[config.mk]
export PLATFORM = sky130hd
export DESIGN_NAME = fbx_exec
export DESIGN_NICKNAME = d
export VERILOG_FILES = /design/src/fbx_pkg.sv /design/src/fbx_exec.sv /design/src/fbx_regmem.sv
export SDC_FILE = /design/constraint.sdc
export NUM_CORES = 2
export LEC_CHECK = 0
export BUFFER_PORTS_ARGS = -buffer_cell sky130_fd_sc_hd__buf_4
export CAP_MARGIN = 40
export CORE_MARGIN = 3
export CORE_UTILIZATION = 30
export DETAILED_ROUTE_END_ITERATION = 16
export SLEW_MARGIN = 25
export SYNTH_ARGS = -nofsm -noshare
export SYNTH_HDL_FRONTEND = slang
export SYNTH_SLANG_ARGS = --single-unit
[constraint.sdc]
create_clock -name clk_sys -period 3.4 [get_ports clk_sys]
set_input_delay 0.34 -clock clk_sys [delete_from_list [all_inputs] [get_ports clk_sys]]
set_output_delay 0.34 -clock clk_sys [all_outputs]
set_load 0.02 [all_outputs]
[src/fbx_pkg.sv]
// fbx_pkg: shared types and constants of the flag, branch and bit-operation executor
// assumes: single clock clk_sys, synchronous active-low reset, plain register port
package fbx_pkg;

   // memory map of the executor's byte store: 32 working registers, then 32 i/o registers
   localparam int          MEM_AW       = 6;
   localparam int          MEM_DEPTH    = 64;
   localparam int          DATA_W       = 8;
   localparam logic        MEM_IO_SPACE = 1'b1;

   // register port map
   localparam int          BUS_AW       = 7;
   localparam logic [6:0]  ADDR_STATUS  = 7'h40;
   localparam logic [6:0]  ADDR_PC_LO   = 7'h41;
   localparam logic [6:0]  ADDR_PC_HI   = 7'h42;
   localparam logic [6:0]  ADDR_EXEC    = 7'h43;

   // bit positions inside status_flags_register
   localparam logic [2:0]  FLAG_C       = 3'h0;
   localparam logic [2:0]  FLAG_Z       = 3'h1;
   localparam logic [2:0]  FLAG_N       = 3'h2;
   localparam logic [2:0]  FLAG_V       = 3'h3;
   localparam logic [2:0]  FLAG_S       = 3'h4;
   localparam logic [2:0]  FLAG_H       = 3'h5;
   localparam logic [2:0]  FLAG_T       = 3'h6;
   localparam logic [2:0]  FLAG_I       = 3'h7;

   // reset values
   localparam logic [7:0]  STATUS_RST   = 8'h00;
   localparam int          PC_W_DEF     = 12;

   // operations; flag-indexed forms cover every single-flag branch, set and clear
   typedef enum logic [4:0] {
      OP_NOP          = 5'h00,
      OP_BR_FLAG_SET  = 5'h01,  // branch_half_carry_set, branch_tbit_set, branch_overflow_set, branch_irq_enabled
      OP_BR_FLAG_CLR  = 5'h02,  // branch_if_plus and the other clear-tests
      OP_BR_SIGNED_GE = 5'h03,  // branch_signed_ge
      OP_BR_SIGNED_LT = 5'h04,  // branch_signed_lt
      OP_IO_BIT_SET   = 5'h05,  // io_bit_set
      OP_IO_BIT_CLR   = 5'h06,  // io_bit_clear
      OP_SHIFT_LEFT   = 5'h07,  // shift_left_logical
      OP_SHIFT_RIGHT  = 5'h08,  // shift_right_logical
      OP_ROTATE_LEFT  = 5'h09,  // rotate_left_carry
      OP_ROTATE_RIGHT = 5'h0A,  // rotate_right_carry
      OP_NIBBLE_SWAP  = 5'h0B,
      OP_FLAG_SET     = 5'h0C,  // includes global_irq_on
      OP_FLAG_CLR     = 5'h0D,  // includes global_irq_off
      OP_BIT_TO_TFLAG = 5'h0E,  // bit_to_tflag
      OP_TFLAG_TO_BIT = 5'h0F,  // tflag_to_bit
      OP_REG_COPY     = 5'h10,  // reg_copy
      OP_PAIR_COPY    = 5'h11   // reg_pair_copy
   } fbx_op_t;

   // one command: rd is the register or i/o index, sel the flag or bit index
   typedef struct packed {
      fbx_op_t     op;
      logic [4:0]  rd;
      logic [4:0]  rr;
      logic [2:0]  sel;
      logic [6:0]  offset;
   } fbx_cmd_t;

   // register port request
   typedef struct packed {
      logic               wr;
      logic               rd;
      logic [BUS_AW-1:0]  addr;
      logic [7:0]         wdata;
   } fbx_bus_req_t;

   typedef enum logic [1:0] {
      ST_IDLE  = 2'b00,
      ST_EXEC  = 2'b01,
      ST_EXTRA = 2'b10
   } fbx_state_t;

endpackage

[src/fbx_exec.sv]
// fbx_exec: executor for flag branches, i/o bit set/clear, shifts, flag ops, bit and register moves
// assumes: a decoder hands one command at a time on cmd_valid/cmd_ready; software uses the plain
// register port (read data one cycle after the read strobe)
//
// How it works
// - branch_if_plus taken when negative flag clear
// - signed ge taken when N xor V zero
// - signed lt taken when N xor V one
// - half-carry set and clear branch pair
// - transfer bit set and clear branch pair
// - overflow set and clear branch pair
// - interrupt enabled and disabled branch pair
// - taken: pc plus offset plus one, flags kept
// - i/o bit set/clear, two cycles, flags kept
// - left shift, zero in, updates Z C N V
// - right shift, zero in, updates Z C N V
// - rotate left through carry, one cycle
// - rotate right through carry, one cycle
// - single flag set or clear, one cycle
// - global interrupt enable set and clear
// - bit copied into transfer flag only
// - transfer flag copied into register bit
// - register and pair copy, one cycle, flags kept
//
// The implementer's own choices: the register addresses and the address-and-strobe port.
`timescale 1ns/1ps
module fbx_exec
   import fbx_pkg::*;
#(
   parameter int PC_W = PC_W_DEF
) (
   input  wire logic              clk_sys,
   input  wire logic              rst_n,
   input  wire logic              cmd_valid,
   input  wire fbx_cmd_t          cmd_in,
   output      logic              cmd_ready,
   output      logic              cmd_done,
   output      logic              branch_taken,
   output      logic [PC_W-1:0]   pc,
   output      logic [7:0]        status_flags,
   input  wire fbx_bus_req_t      bus_req,
   output      logic [7:0]        bus_rdata
);

   typedef struct packed {
      fbx_state_t       st;
      fbx_cmd_t         cmd;
      logic [PC_W-1:0]  pc;
      logic [7:0]       status;
      logic             ready;
      logic             done;
      logic             taken;
   } fbx_exec_state_t;

   fbx_exec_state_t q;
   fbx_exec_state_t next_q;

   logic [2:0][MEM_AW-1:0]  rd_addr;
   logic [2:0][7:0]         rd_data;
   logic [2:0]              wr_en;
   logic [2:0][MEM_AW-1:0]  wr_addr;
   logic [2:0][7:0]         wr_data;
   logic                    alt_sel;
   logic [7:0]              alt_data;
   logic                    accept;
   logic                    br_cond;
   logic                    is_branch;
   logic [PC_W-1:0]         offset_ext;
   logic [7:0]              opa;
   logic [7:0]              opb;
   logic [7:0]              res;
   logic                    res_c;

   assign accept = cmd_valid && q.ready;

   // operand fetch addresses follow the command on the accepting edge
   always_comb begin
      rd_addr[0] = {1'b0, cmd_in.rd};
      rd_addr[1] = {1'b0, cmd_in.rr};
      if (cmd_in.op == OP_IO_BIT_SET || cmd_in.op == OP_IO_BIT_CLR) begin
         rd_addr[0] = {MEM_IO_SPACE, cmd_in.rd};
      end else if (cmd_in.op == OP_PAIR_COPY) begin
         rd_addr[0] = {1'b0, cmd_in.rr[4:1], 1'b1};
         rd_addr[1] = {1'b0, cmd_in.rr[4:1], 1'b0};
      end
      rd_addr[2] = bus_req.addr[MEM_AW-1:0];
   end

   // non-memory read answers ride through the last read port register
   always_comb begin
      alt_sel  = bus_req.addr[MEM_AW];
      alt_data = 8'h00;
      unique case (bus_req.addr)
         ADDR_STATUS: alt_data = q.status;
         ADDR_PC_LO:  alt_data = 8'(q.pc);
         ADDR_PC_HI:  alt_data = 8'(q.pc >> 8);
         ADDR_EXEC:   alt_data = {6'h00, q.st};
         default:     alt_data = 8'h00;
      endcase
   end

   fbx_regmem #(
      .W     (DATA_W),
      .DEPTH (MEM_DEPTH),
      .AW    (MEM_AW),
      .NR    (3),
      .NW    (3)
   ) u_mem (
      .clk_sys  (clk_sys),
      .rst_n    (rst_n),
      .rd_addr  (rd_addr),
      .rd_data  (rd_data),
      .alt_sel  (alt_sel),
      .alt_data (alt_data),
      .wr_en    (wr_en),
      .wr_addr  (wr_addr),
      .wr_data  (wr_data)
   );

   // branch condition from the held command and current flags
   always_comb begin
      br_cond   = 1'b0;
      is_branch = 1'b1;
      unique case (q.cmd.op)
         OP_BR_FLAG_SET:  br_cond = q.status[q.cmd.sel];
         OP_BR_FLAG_CLR:  br_cond = !q.status[q.cmd.sel];
         OP_BR_SIGNED_GE: br_cond = (q.status[FLAG_N] ^ q.status[FLAG_V]) == 1'b0;
         OP_BR_SIGNED_LT: br_cond = (q.status[FLAG_N] ^ q.status[FLAG_V]) == 1'b1;
         default:         is_branch = 1'b0;
      endcase
   end

   assign offset_ext = {{(PC_W - 7){q.cmd.offset[6]}}, q.cmd.offset};
   assign opa        = rd_data[0];
   assign opb        = rd_data[1];

   // shift and rotate results with outgoing carry
   always_comb begin
      res   = opa;
      res_c = q.status[FLAG_C];
      unique case (q.cmd.op)
         OP_SHIFT_LEFT:   begin res = {opa[6:0], 1'b0};             res_c = opa[7]; end
         OP_SHIFT_RIGHT:  begin res = {1'b0, opa[7:1]};             res_c = opa[0]; end
         OP_ROTATE_LEFT:  begin res = {opa[6:0], q.status[FLAG_C]}; res_c = opa[7]; end
         OP_ROTATE_RIGHT: begin res = {q.status[FLAG_C], opa[7:1]}; res_c = opa[0]; end
         default:         res = opa;
      endcase
   end

   // sequencing, execution and register port writes
   always_comb begin
      next_q       = q;
      next_q.done  = 1'b0;
      next_q.taken = 1'b0;
      wr_en        = 3'b000;
      wr_addr[0]   = {1'b0, q.cmd.rd};
      wr_addr[1]   = {1'b0, q.cmd.rd[4:1], 1'b1};
      wr_addr[2]   = bus_req.addr[MEM_AW-1:0];
      wr_data[0]   = res;
      wr_data[1]   = opa;
      wr_data[2]   = bus_req.wdata;
      // software writes to the store land in any state; exec port wins on a clash
      wr_en[2]     = bus_req.wr && !bus_req.addr[MEM_AW];
      unique case (q.st)
         ST_IDLE: begin
            if (accept) begin
               next_q.cmd   = cmd_in;
               next_q.st    = ST_EXEC;
               next_q.ready = 1'b0;
            end else if (bus_req.wr) begin
               // software owns status and pc only while nothing executes
               unique case (bus_req.addr)
                  ADDR_STATUS: next_q.status = bus_req.wdata;
                  ADDR_PC_LO:  next_q.pc     = (q.pc & ~PC_W'(8'hFF)) | PC_W'(bus_req.wdata);
                  ADDR_PC_HI:  next_q.pc     = PC_W'({bus_req.wdata, q.pc[7:0]});
                  default:     next_q.pc     = q.pc;
               endcase
            end
         end
         ST_EXEC: begin
            next_q.st    = ST_IDLE;
            next_q.ready = 1'b1;
            next_q.done  = 1'b1;
            next_q.pc    = q.pc + PC_W'(1);
            if (is_branch && br_cond) begin
               next_q.pc    = q.pc + offset_ext + PC_W'(1);
               next_q.taken = 1'b1;
               next_q.st    = ST_EXTRA;
               next_q.ready = 1'b0;
               next_q.done  = 1'b0;
            end
            unique case (q.cmd.op)
               OP_IO_BIT_SET, OP_IO_BIT_CLR: begin
                  wr_en[0]        = 1'b1;
                  wr_addr[0]      = {MEM_IO_SPACE, q.cmd.rd};
                  wr_data[0]      = opa;
                  wr_data[0][q.cmd.sel] = (q.cmd.op == OP_IO_BIT_SET);
                  next_q.st       = ST_EXTRA;
                  next_q.ready    = 1'b0;
                  next_q.done     = 1'b0;
               end
               OP_SHIFT_LEFT, OP_SHIFT_RIGHT, OP_ROTATE_LEFT, OP_ROTATE_RIGHT: begin
                  wr_en[0]               = 1'b1;
                  next_q.status[FLAG_C]  = res_c;
                  next_q.status[FLAG_Z]  = (res == 8'h00);
                  next_q.status[FLAG_N]  = res[7];
                  next_q.status[FLAG_V]  = res[7] ^ res_c;
               end
               OP_NIBBLE_SWAP: begin
                  wr_en[0]   = 1'b1;
                  wr_data[0] = {opa[3:0], opa[7:4]};
               end
               OP_FLAG_SET: next_q.status[q.cmd.sel] = 1'b1;
               OP_FLAG_CLR: next_q.status[q.cmd.sel] = 1'b0;
               OP_BIT_TO_TFLAG: next_q.status[FLAG_T] = opa[q.cmd.sel];
               OP_TFLAG_TO_BIT: begin
                  wr_en[0]              = 1'b1;
                  wr_data[0]            = opa;
                  wr_data[0][q.cmd.sel] = q.status[FLAG_T];
               end
               OP_REG_COPY: begin
                  wr_en[0]   = 1'b1;
                  wr_data[0] = opb;
               end
               OP_PAIR_COPY: begin
                  wr_en[1:0] = 2'b11;
                  wr_addr[0] = {1'b0, q.cmd.rd[4:1], 1'b0};
                  wr_data[0] = opb;
               end
               default: next_q.status = q.status;
            endcase
         end
         ST_EXTRA: begin
            // second cycle of a taken branch or an i/o bit write
            next_q.st    = ST_IDLE;
            next_q.ready = 1'b1;
            next_q.done  = 1'b1;
            if (q.cmd.op == OP_IO_BIT_SET || q.cmd.op == OP_IO_BIT_CLR) begin
               next_q.pc = q.pc + PC_W'(1);
            end
         end
         default: begin
            next_q.st    = ST_IDLE;
            next_q.ready = 1'b1;
         end
      endcase
   end

   always_ff @(posedge clk_sys) begin
      if (!rst_n) begin
         q        <= '0;
         q.status <= STATUS_RST;
         q.ready  <= 1'b1;
      end else begin
         q <= next_q;
      end
   end

   // outputs straight from the state register; bus_rdata from the store's last read port register
   assign cmd_ready    = q.ready;
   assign cmd_done     = q.done;
   assign branch_taken = q.taken;
   assign pc           = q.pc;
   assign status_flags = q.status;
   assign bus_rdata    = rd_data[2];
endmodule

[src/fbx_regmem.sv]
// fbx_regmem: byte store with registered read ports and prioritised write ports
// assumes: one clock, synchronous reset; the last read port may be overridden by alt data
`timescale 1ns/1ps
module fbx_regmem
   import fbx_pkg::*;
#(
   parameter int W     = 8,
   parameter int DEPTH = 64,
   parameter int AW    = 6,
   parameter int NR    = 3,
   parameter int NW    = 3
) (
   input  wire logic                    clk_sys,
   input  wire logic                    rst_n,
   input  wire logic [NR-1:0][AW-1:0]   rd_addr,
   output      logic [NR-1:0][W-1:0]    rd_data,
   input  wire logic                    alt_sel,
   input  wire logic [W-1:0]            alt_data,
   input  wire logic [NW-1:0]           wr_en,
   input  wire logic [NW-1:0][AW-1:0]   wr_addr,
   input  wire logic [NW-1:0][W-1:0]    wr_data
);

   typedef struct packed {
      logic [DEPTH-1:0][W-1:0]  mem;
      logic [NR-1:0][W-1:0]     rdq;
   } fbx_mem_state_t;

   fbx_mem_state_t q;
   fbx_mem_state_t next_q;

   // reads see the old contents; lower write port wins on a shared address
   always_comb begin
      next_q = q;
      for (int i = 0; i < NR; i++) begin
         next_q.rdq[i] = q.mem[rd_addr[i]];
      end
      if (alt_sel) begin
         next_q.rdq[NR-1] = alt_data;
      end
      for (int j = NW - 1; j >= 0; j--) begin
         if (wr_en[j]) begin
            next_q.mem[wr_addr[j]] = wr_data[j];
         end
      end
   end

   always_ff @(posedge clk_sys) begin
      if (!rst_n) begin
         q <= '0;
      end else begin
         q <= next_q;
      end
   end

   assign rd_data = q.rdq;

endmodule
Word-level counts from Yosys, hierarchy flattened
Cells that the tools add are included. Widths: inputs -> output; s select.

Register bits after elaboration: 586.

Mux-type cells: 63. Eq/ne operators: 37. Reductions and logical operators: 29. $add $sub $neg: 3. $lt $le $gt $ge: 10. Bitwise logic cells: 7.

Operator list (count): $bwmux 512 (3); $mux 512 (3); $bmux 8 s6 (3); $demux 8 s6 (2); $pmux 8 s4 (3); $mux 8 (9); $eq 5x4->1 const B (8); $mux 20 (2); $pmux 12 s3 (1); $demux 8 s4 (1); $eq 5x3->1 const B (6); $eq 7x7->1 const B (4); $mux 27 (1); $add 12x1->12 const B (2); $mux 12 (2); $pmux 12 s2 (1); $lt 6x7->1 const B (3); $reduce_and 5->1 (4); $bwmux 8 (2); $pmux 8 s2 (1); $eq 5x5->1 const B (3); $lt 5x7->1 const B (2); $add 12x12->12 (1); $ge 6x1->1 const B (2); other kinds (42) (80).

Logic depth before layout (Yosys ltp)
Depth after elaboration: 10. Gate-level depth with buffers: 12. Gate-level depth less buffers: 11.

Modules after synthesis
A second synthesis with hierarchy kept.

Cell total of the unflattened synthesis: 5293. Area, all modules: 48510.3 µm².

Modules (own cells, without submodules): fbx_regmem (cells each 4689, area each 43909.6 µm², seq. area each 10730.3 µm², times used 1); fbx_exec (cells each 604, area each 4600.7 µm², seq. area each 900.9 µm², times used 1).

Worst setup path before layout
No wires, ideal clock.

Path type: in2reg. Start: in bus_req[9] (netlist name). End: reg u_mem.q, in the netlist u_mem.rd_data[19]. Data required time: 3270 ps. Slack: 810 ps. Path buffers: 4. Arrival: 2459 ps. Cell stages on the path: 9. Path through: buf_2 -> buf_2 -> buf_1 -> clkbuf_1 -> mux4_2 -> a221oi_1 -> o22ai_1 -> nor4_1 -> o22ai_1.

Word-level cells in the longest chain between the ends: 3. Elaborated cells between the ends (all ways): 8. Those cells by class: 4 x eq/ne; 4 x mux.

Ends and longest elaborated chain: from (decl) (line fbx_exec.sv:41) `input wire fbx_bus_req_t bus_req,`; $bmux 8 s6 / $eq 7x7->1 (equally long branches) (line fbx_regmem.sv:36, fbx_exec.sv:93); $mux 8 (not written as such) / $pmux 8 s4 (equally long branches) (line fbx_regmem.sv:36, fbx_exec.sv:93); $mux 8 * (line fbx_regmem.sv:38) `if (alt_sel) begin`; to (signal assigned) (line fbx_regmem.sv:52) `q <= next_q;`; to (decl) (line fbx_regmem.sv:29) `fbx_mem_state_t q;`.

Every way passes the cells marked *; elsewhere a longest branch is shown, timed or not. The select of a mux whose other input is x is not followed. A chain may end at the register's enable or synchronous reset.

Worst setup path after layout
Start: reg q[45] (netlist name). End: reg u_mem.q[499] (netlist name).

Word-level cells in the longest chain between the ends: 10. Elaborated cells between the ends (all ways): 30. Those cells by class: 2 x order compare; 10 x eq/ne; 14 x mux; 4 x reduce/logical.

Ends and longest elaborated chain: from (decl) (line fbx_exec.sv:55) `fbx_exec_state_t q;`; from (signal assigned) (line fbx_exec.sv:255) `q <= next_q;`; $eq 5x3->1, on equally long branches (line fbx_exec.sv:192, fbx_exec.sv:197); $reduce_or 2->1 (line fbx_exec.sv:192) `unique case (q.cmd.op)`; $pmux 6 s2 (line fbx_exec.sv:192); $mux 6 (line fbx_exec.sv:164) `unique case (q.st)`; $lt 6x7->1 (not written as such) / $ge 6x1->1 (equally long branches) (line fbx_regmem.sv:43) `next_q.mem[wr_addr[j]] = wr_data[j];`; $logic_and 1x1->1 (not written as such) (line fbx_regmem.sv:43); $mux 8 (not written as such) (line fbx_regmem.sv:43); $demux 8 s6; $bwmux 512 (line fbx_regmem.sv:43); $mux 512 * (line fbx_regmem.sv:42) `if (wr_en[j]) begin`.

Every way passes the cells marked *; elsewhere a longest branch is shown, timed or not.

==> metrics.md <==
| Metric | Value |
|---|---|
| Footprint of the multi-input gates | 27300 um^2 |
| Pre-CTS setup slack | -0.0188 ns |
| Final Cell Area | 48400 um^2 |
| Worst hold-check path type | in2reg |
| Layout cells sized above 1 | 17.3% |
| Final Critical Period | 3.32 ns |
| Met2 WL | 93200 um |
| CP most frequent cell | buf_4 |
| Clock Root Buffer | clkbuf_16 |
| Inserted Clock Buffers | 74 |
| Clock Skews | 0.0279 ns |
| First drt pass iteration count | 8 |
| Via Count | 46708 |
| Final core utilization | 35.1% |
| Most frequent cells in the layout | nand2_1, dfxtp_1, nor2_1, buf_4, mux2i_1 |
| Core area | 138000 um^2 |
| Pwr/cell area | 400 nW/um^2 |
| DRT Wirelength | 226000 um |
| Clock power share | 44.4% |
| Setup WS post-layout | 0.0780 ns |
| Crit share post-route | 97.7% |
| Clock sinks | 581 |
| Remaining routing DRC violations | 0 |
| Max-cap viol count | 0 |
| Register area share after synthesis | 27.9% |
| H-tree depth | 3 |
| Commonest non-fill, non-tap cell in the layout | nand2_1 |
| DP Area | 45700 um^2 |
| Finish-stage setup viols | 0 |
| Initial antenna violation count | 11 |
| Hold Vio Cnt, Final | 0 |
| Worst-path clk slew | 0.06 ns |
| Final nets | 5293 |
| Clock Latency Late Sink | 0.68 ns |
| Seq pwr share | 36.5% |
| Synthesized instance count | 5272 |
| Critical Path Sink Type | flop |
| HPWL Detailed | 154000 um |
| Switching Power | 6.36 mW |
| Largest net degree at the start of global routing | 168 |
| Actual transition at the worst max-transition pin | 1.17 ns |
| Area grow syn2layout | 16.0% |
| Crit-path max cell delay | 0.75 ns |
| Outcome | complete, no violations |
| Slew HR | 22.1% |
| Leakage | 17.2 nW |
| Highest metal used | met5 |
| Total die area | 144000 um^2 |
| Ys async rst share | 0% |
| GRT Total Usage | 30.3% |
| Sequential cell area | 11600 um^2 |
| Mapped Area | 41700 um^2 |
| Post-DR wirelength/cell | 31.9 um |
| #FFs+latches synth | 581 |
| Net Count, Synth | 5334 |
| Slowest CP cell | dfxtp_1 |
| Cell row count | 136 |
| Crit path required time | 3.94 ns |
| Post-synthesis area per instance | 7.91 um^2 |
| Worst-path maximum fanout | 19 |
| Grt total ovfl | 0 |
| Num ports | 76 |
| TritonCTS clock tree | done |
| Max Slew Vio Count | 0 |
| Antenna viol nets, final | 0 |
| Clock buffer depth | 3 |
| DR iter-0 viols | 7611 |
| DIE WIDTH | 379 um |
| Gpl congestion | 1.05 |
| CP Data Arrival Time | 3.87 ns |
| WL met3 | 28900 um |
| First-pass GRT wire length | 320000 um |
| DRT met1 WL | 88400 um |
| Internal power | 13.0 mW |
| Fill cell count | 14208 |
| Vias per Instance | 6.59 |
| WS Path Type | reg2reg |
| F_max | 0.301 GHz |
| Initial Util | 30.3% |
| Vias in the first global route | 42409 |
| VDD IR max | 0.366 mV |
| Critical Path, Cell by Cell | nand4bb_1, buf_4, o21ai_2, nor2_1, buf_4, nand2_1, a311oi_1 |
| Buffers added on ports | 74 |
| Worst hold margin | 0.0276 ns |
| Worst setup SP type | flop |
| Library cells used by synthesis | 97 |
| Ys flop type | dfxtp_1 |
| Die height | 379 um |
| Sw Ratio | 32.9% |
| RSZ-0062 raised after global routing | false |
| Total setup buffers inserted after CTS | 0 |
| Yosys warning total | 0 |
| Gate power share | 19.1% |
| EDFF count, synth | 0 |
## metrics by stage
| stage | instances | power (mW) | TNS (ns) |
|---|---|---|---|
| global placement | 6932 | 10.7 | 0 |
| global route | 7082 | 19.7 | 0 |
| finish | 7083 | 19.3 | 0 |
| CTS | 7081 | 19.2 | 0 |
| floorplan | 5272 | 8.98 | 0 |
| detailed placement | 6934 | 10.7 | -0.0188 |
## per-layer routing
metal	vias to the layer above	GRT usage [%]
li1	19775	-
met1	22714	40.2
met2	3490	43.8
met3	727	8.81
met4	2	16.8
met5	-	0
## worst max-delay path, delay by kind of cell (launching register included)
kind | cells | cell delay (ns)
AO/OA/AOI/OAI | 2 | 0.54
buffers and inverters | 2 | 0.60
flip-flops | 1 | 0.75
AND/OR/NAND/NOR | 3 | 1.32
## final timing paths
| kind | from | slack, ns | depth (start not counted) | end |
|---|---|---|---|---|
| setup / recovery | q[45] | 0.08 | 7 | u_mem.q[499] |
| hold / removal | cmd_valid | 0.03 | 3 | q[48] |
| setup reg to reg | q[45] | 0.08 | 7 | u_mem.q[499] |
| hold reg to reg | offset_ext[0] | 0.46 | 2 | offset_ext[0] |
## synth_stat cells (62+ instances only)
cell type | number | share of area [%]
mux4_2 | 114 | 6.2
o21ai_0 | 282 | 3.4
nand3_1 | 266 | 3.2
nand2_1 | 775 | 7.0
a31oi_1 | 62 | 0.93
dfxtp_1 | 581 | 28
a21oi_1 | 225 | 2.7
a22oi_1 | 73 | 1.3
a311oi_1 | 233 | 4.9
mux2i_1 | 389 | 9.3
a211oi_1 | 132 | 2.4
buf_2 | 97 | 1.2
o22ai_1 | 82 | 1.2
nor2_1 | 580 | 5.2
clkbuf_1 | 409 | 3.7
o211ai_1 | 102 | 1.8
mux2_2 | 103 | 2.8
## layout make-up
class                      instances  area share (%)
antenna                            2          0.0103
clock inverter                    32           0.923
timing repair buffer             500            9.36
sequential                       581            24.0
multi-input combinational       4052            56.5
inverter                          22           0.186
clock buffer                     100            4.38
tap                             1794            4.64
## power groups by stage
stage	combinational (mW)	sequential [mW]	clock, mW
2_1_floorplan	1.87	7.10	0
3_3_place_gp	3.49	7.20	0
3_5_place_dp	3.50	7.20	0
4_1_cts	3.52	7.05	8.61
5_1_grt	3.72	7.07	8.88
6_report	3.69	7.07	8.58
## flip-flops by register name (all words and copies together) (netlist names), named ones only
signal and cells:
branch_taken 1, cmd_done 1, cmd_ready 1, offset_ext 7
pc 8, q 15, status_flags 5, u_mem.q 512
u_mem.rd_data 24
## cells by family (layout without fill, tap and decap cells)
family / Yosys count / after routing / share of synthesized area [%]
and+or+nand+nor: 1840 / 1840 / 19.0
adders and majority gates: 17 / 17 / 0.528
buffers and inverters: 639 / 654 / 6.96
muxes: 614 / 614 / 18.7
DFF: 581 / 581 / 27.9
xor gates and xnor gates: 22 / 22 / 0.462
AOI/OAI and AO/OA: 1559 / 1559 / 26.6
other: 0 / 2 / 0
## repair_timing
| item | CTS | global route |
|---|---|---|
| resized for setup | 0 | 0 |
| endpoints found under the hold margin | 15 | 0 |
| hold buffers | 15 | 0 |
No activity file was read; power rests on OpenSTA's default activity.
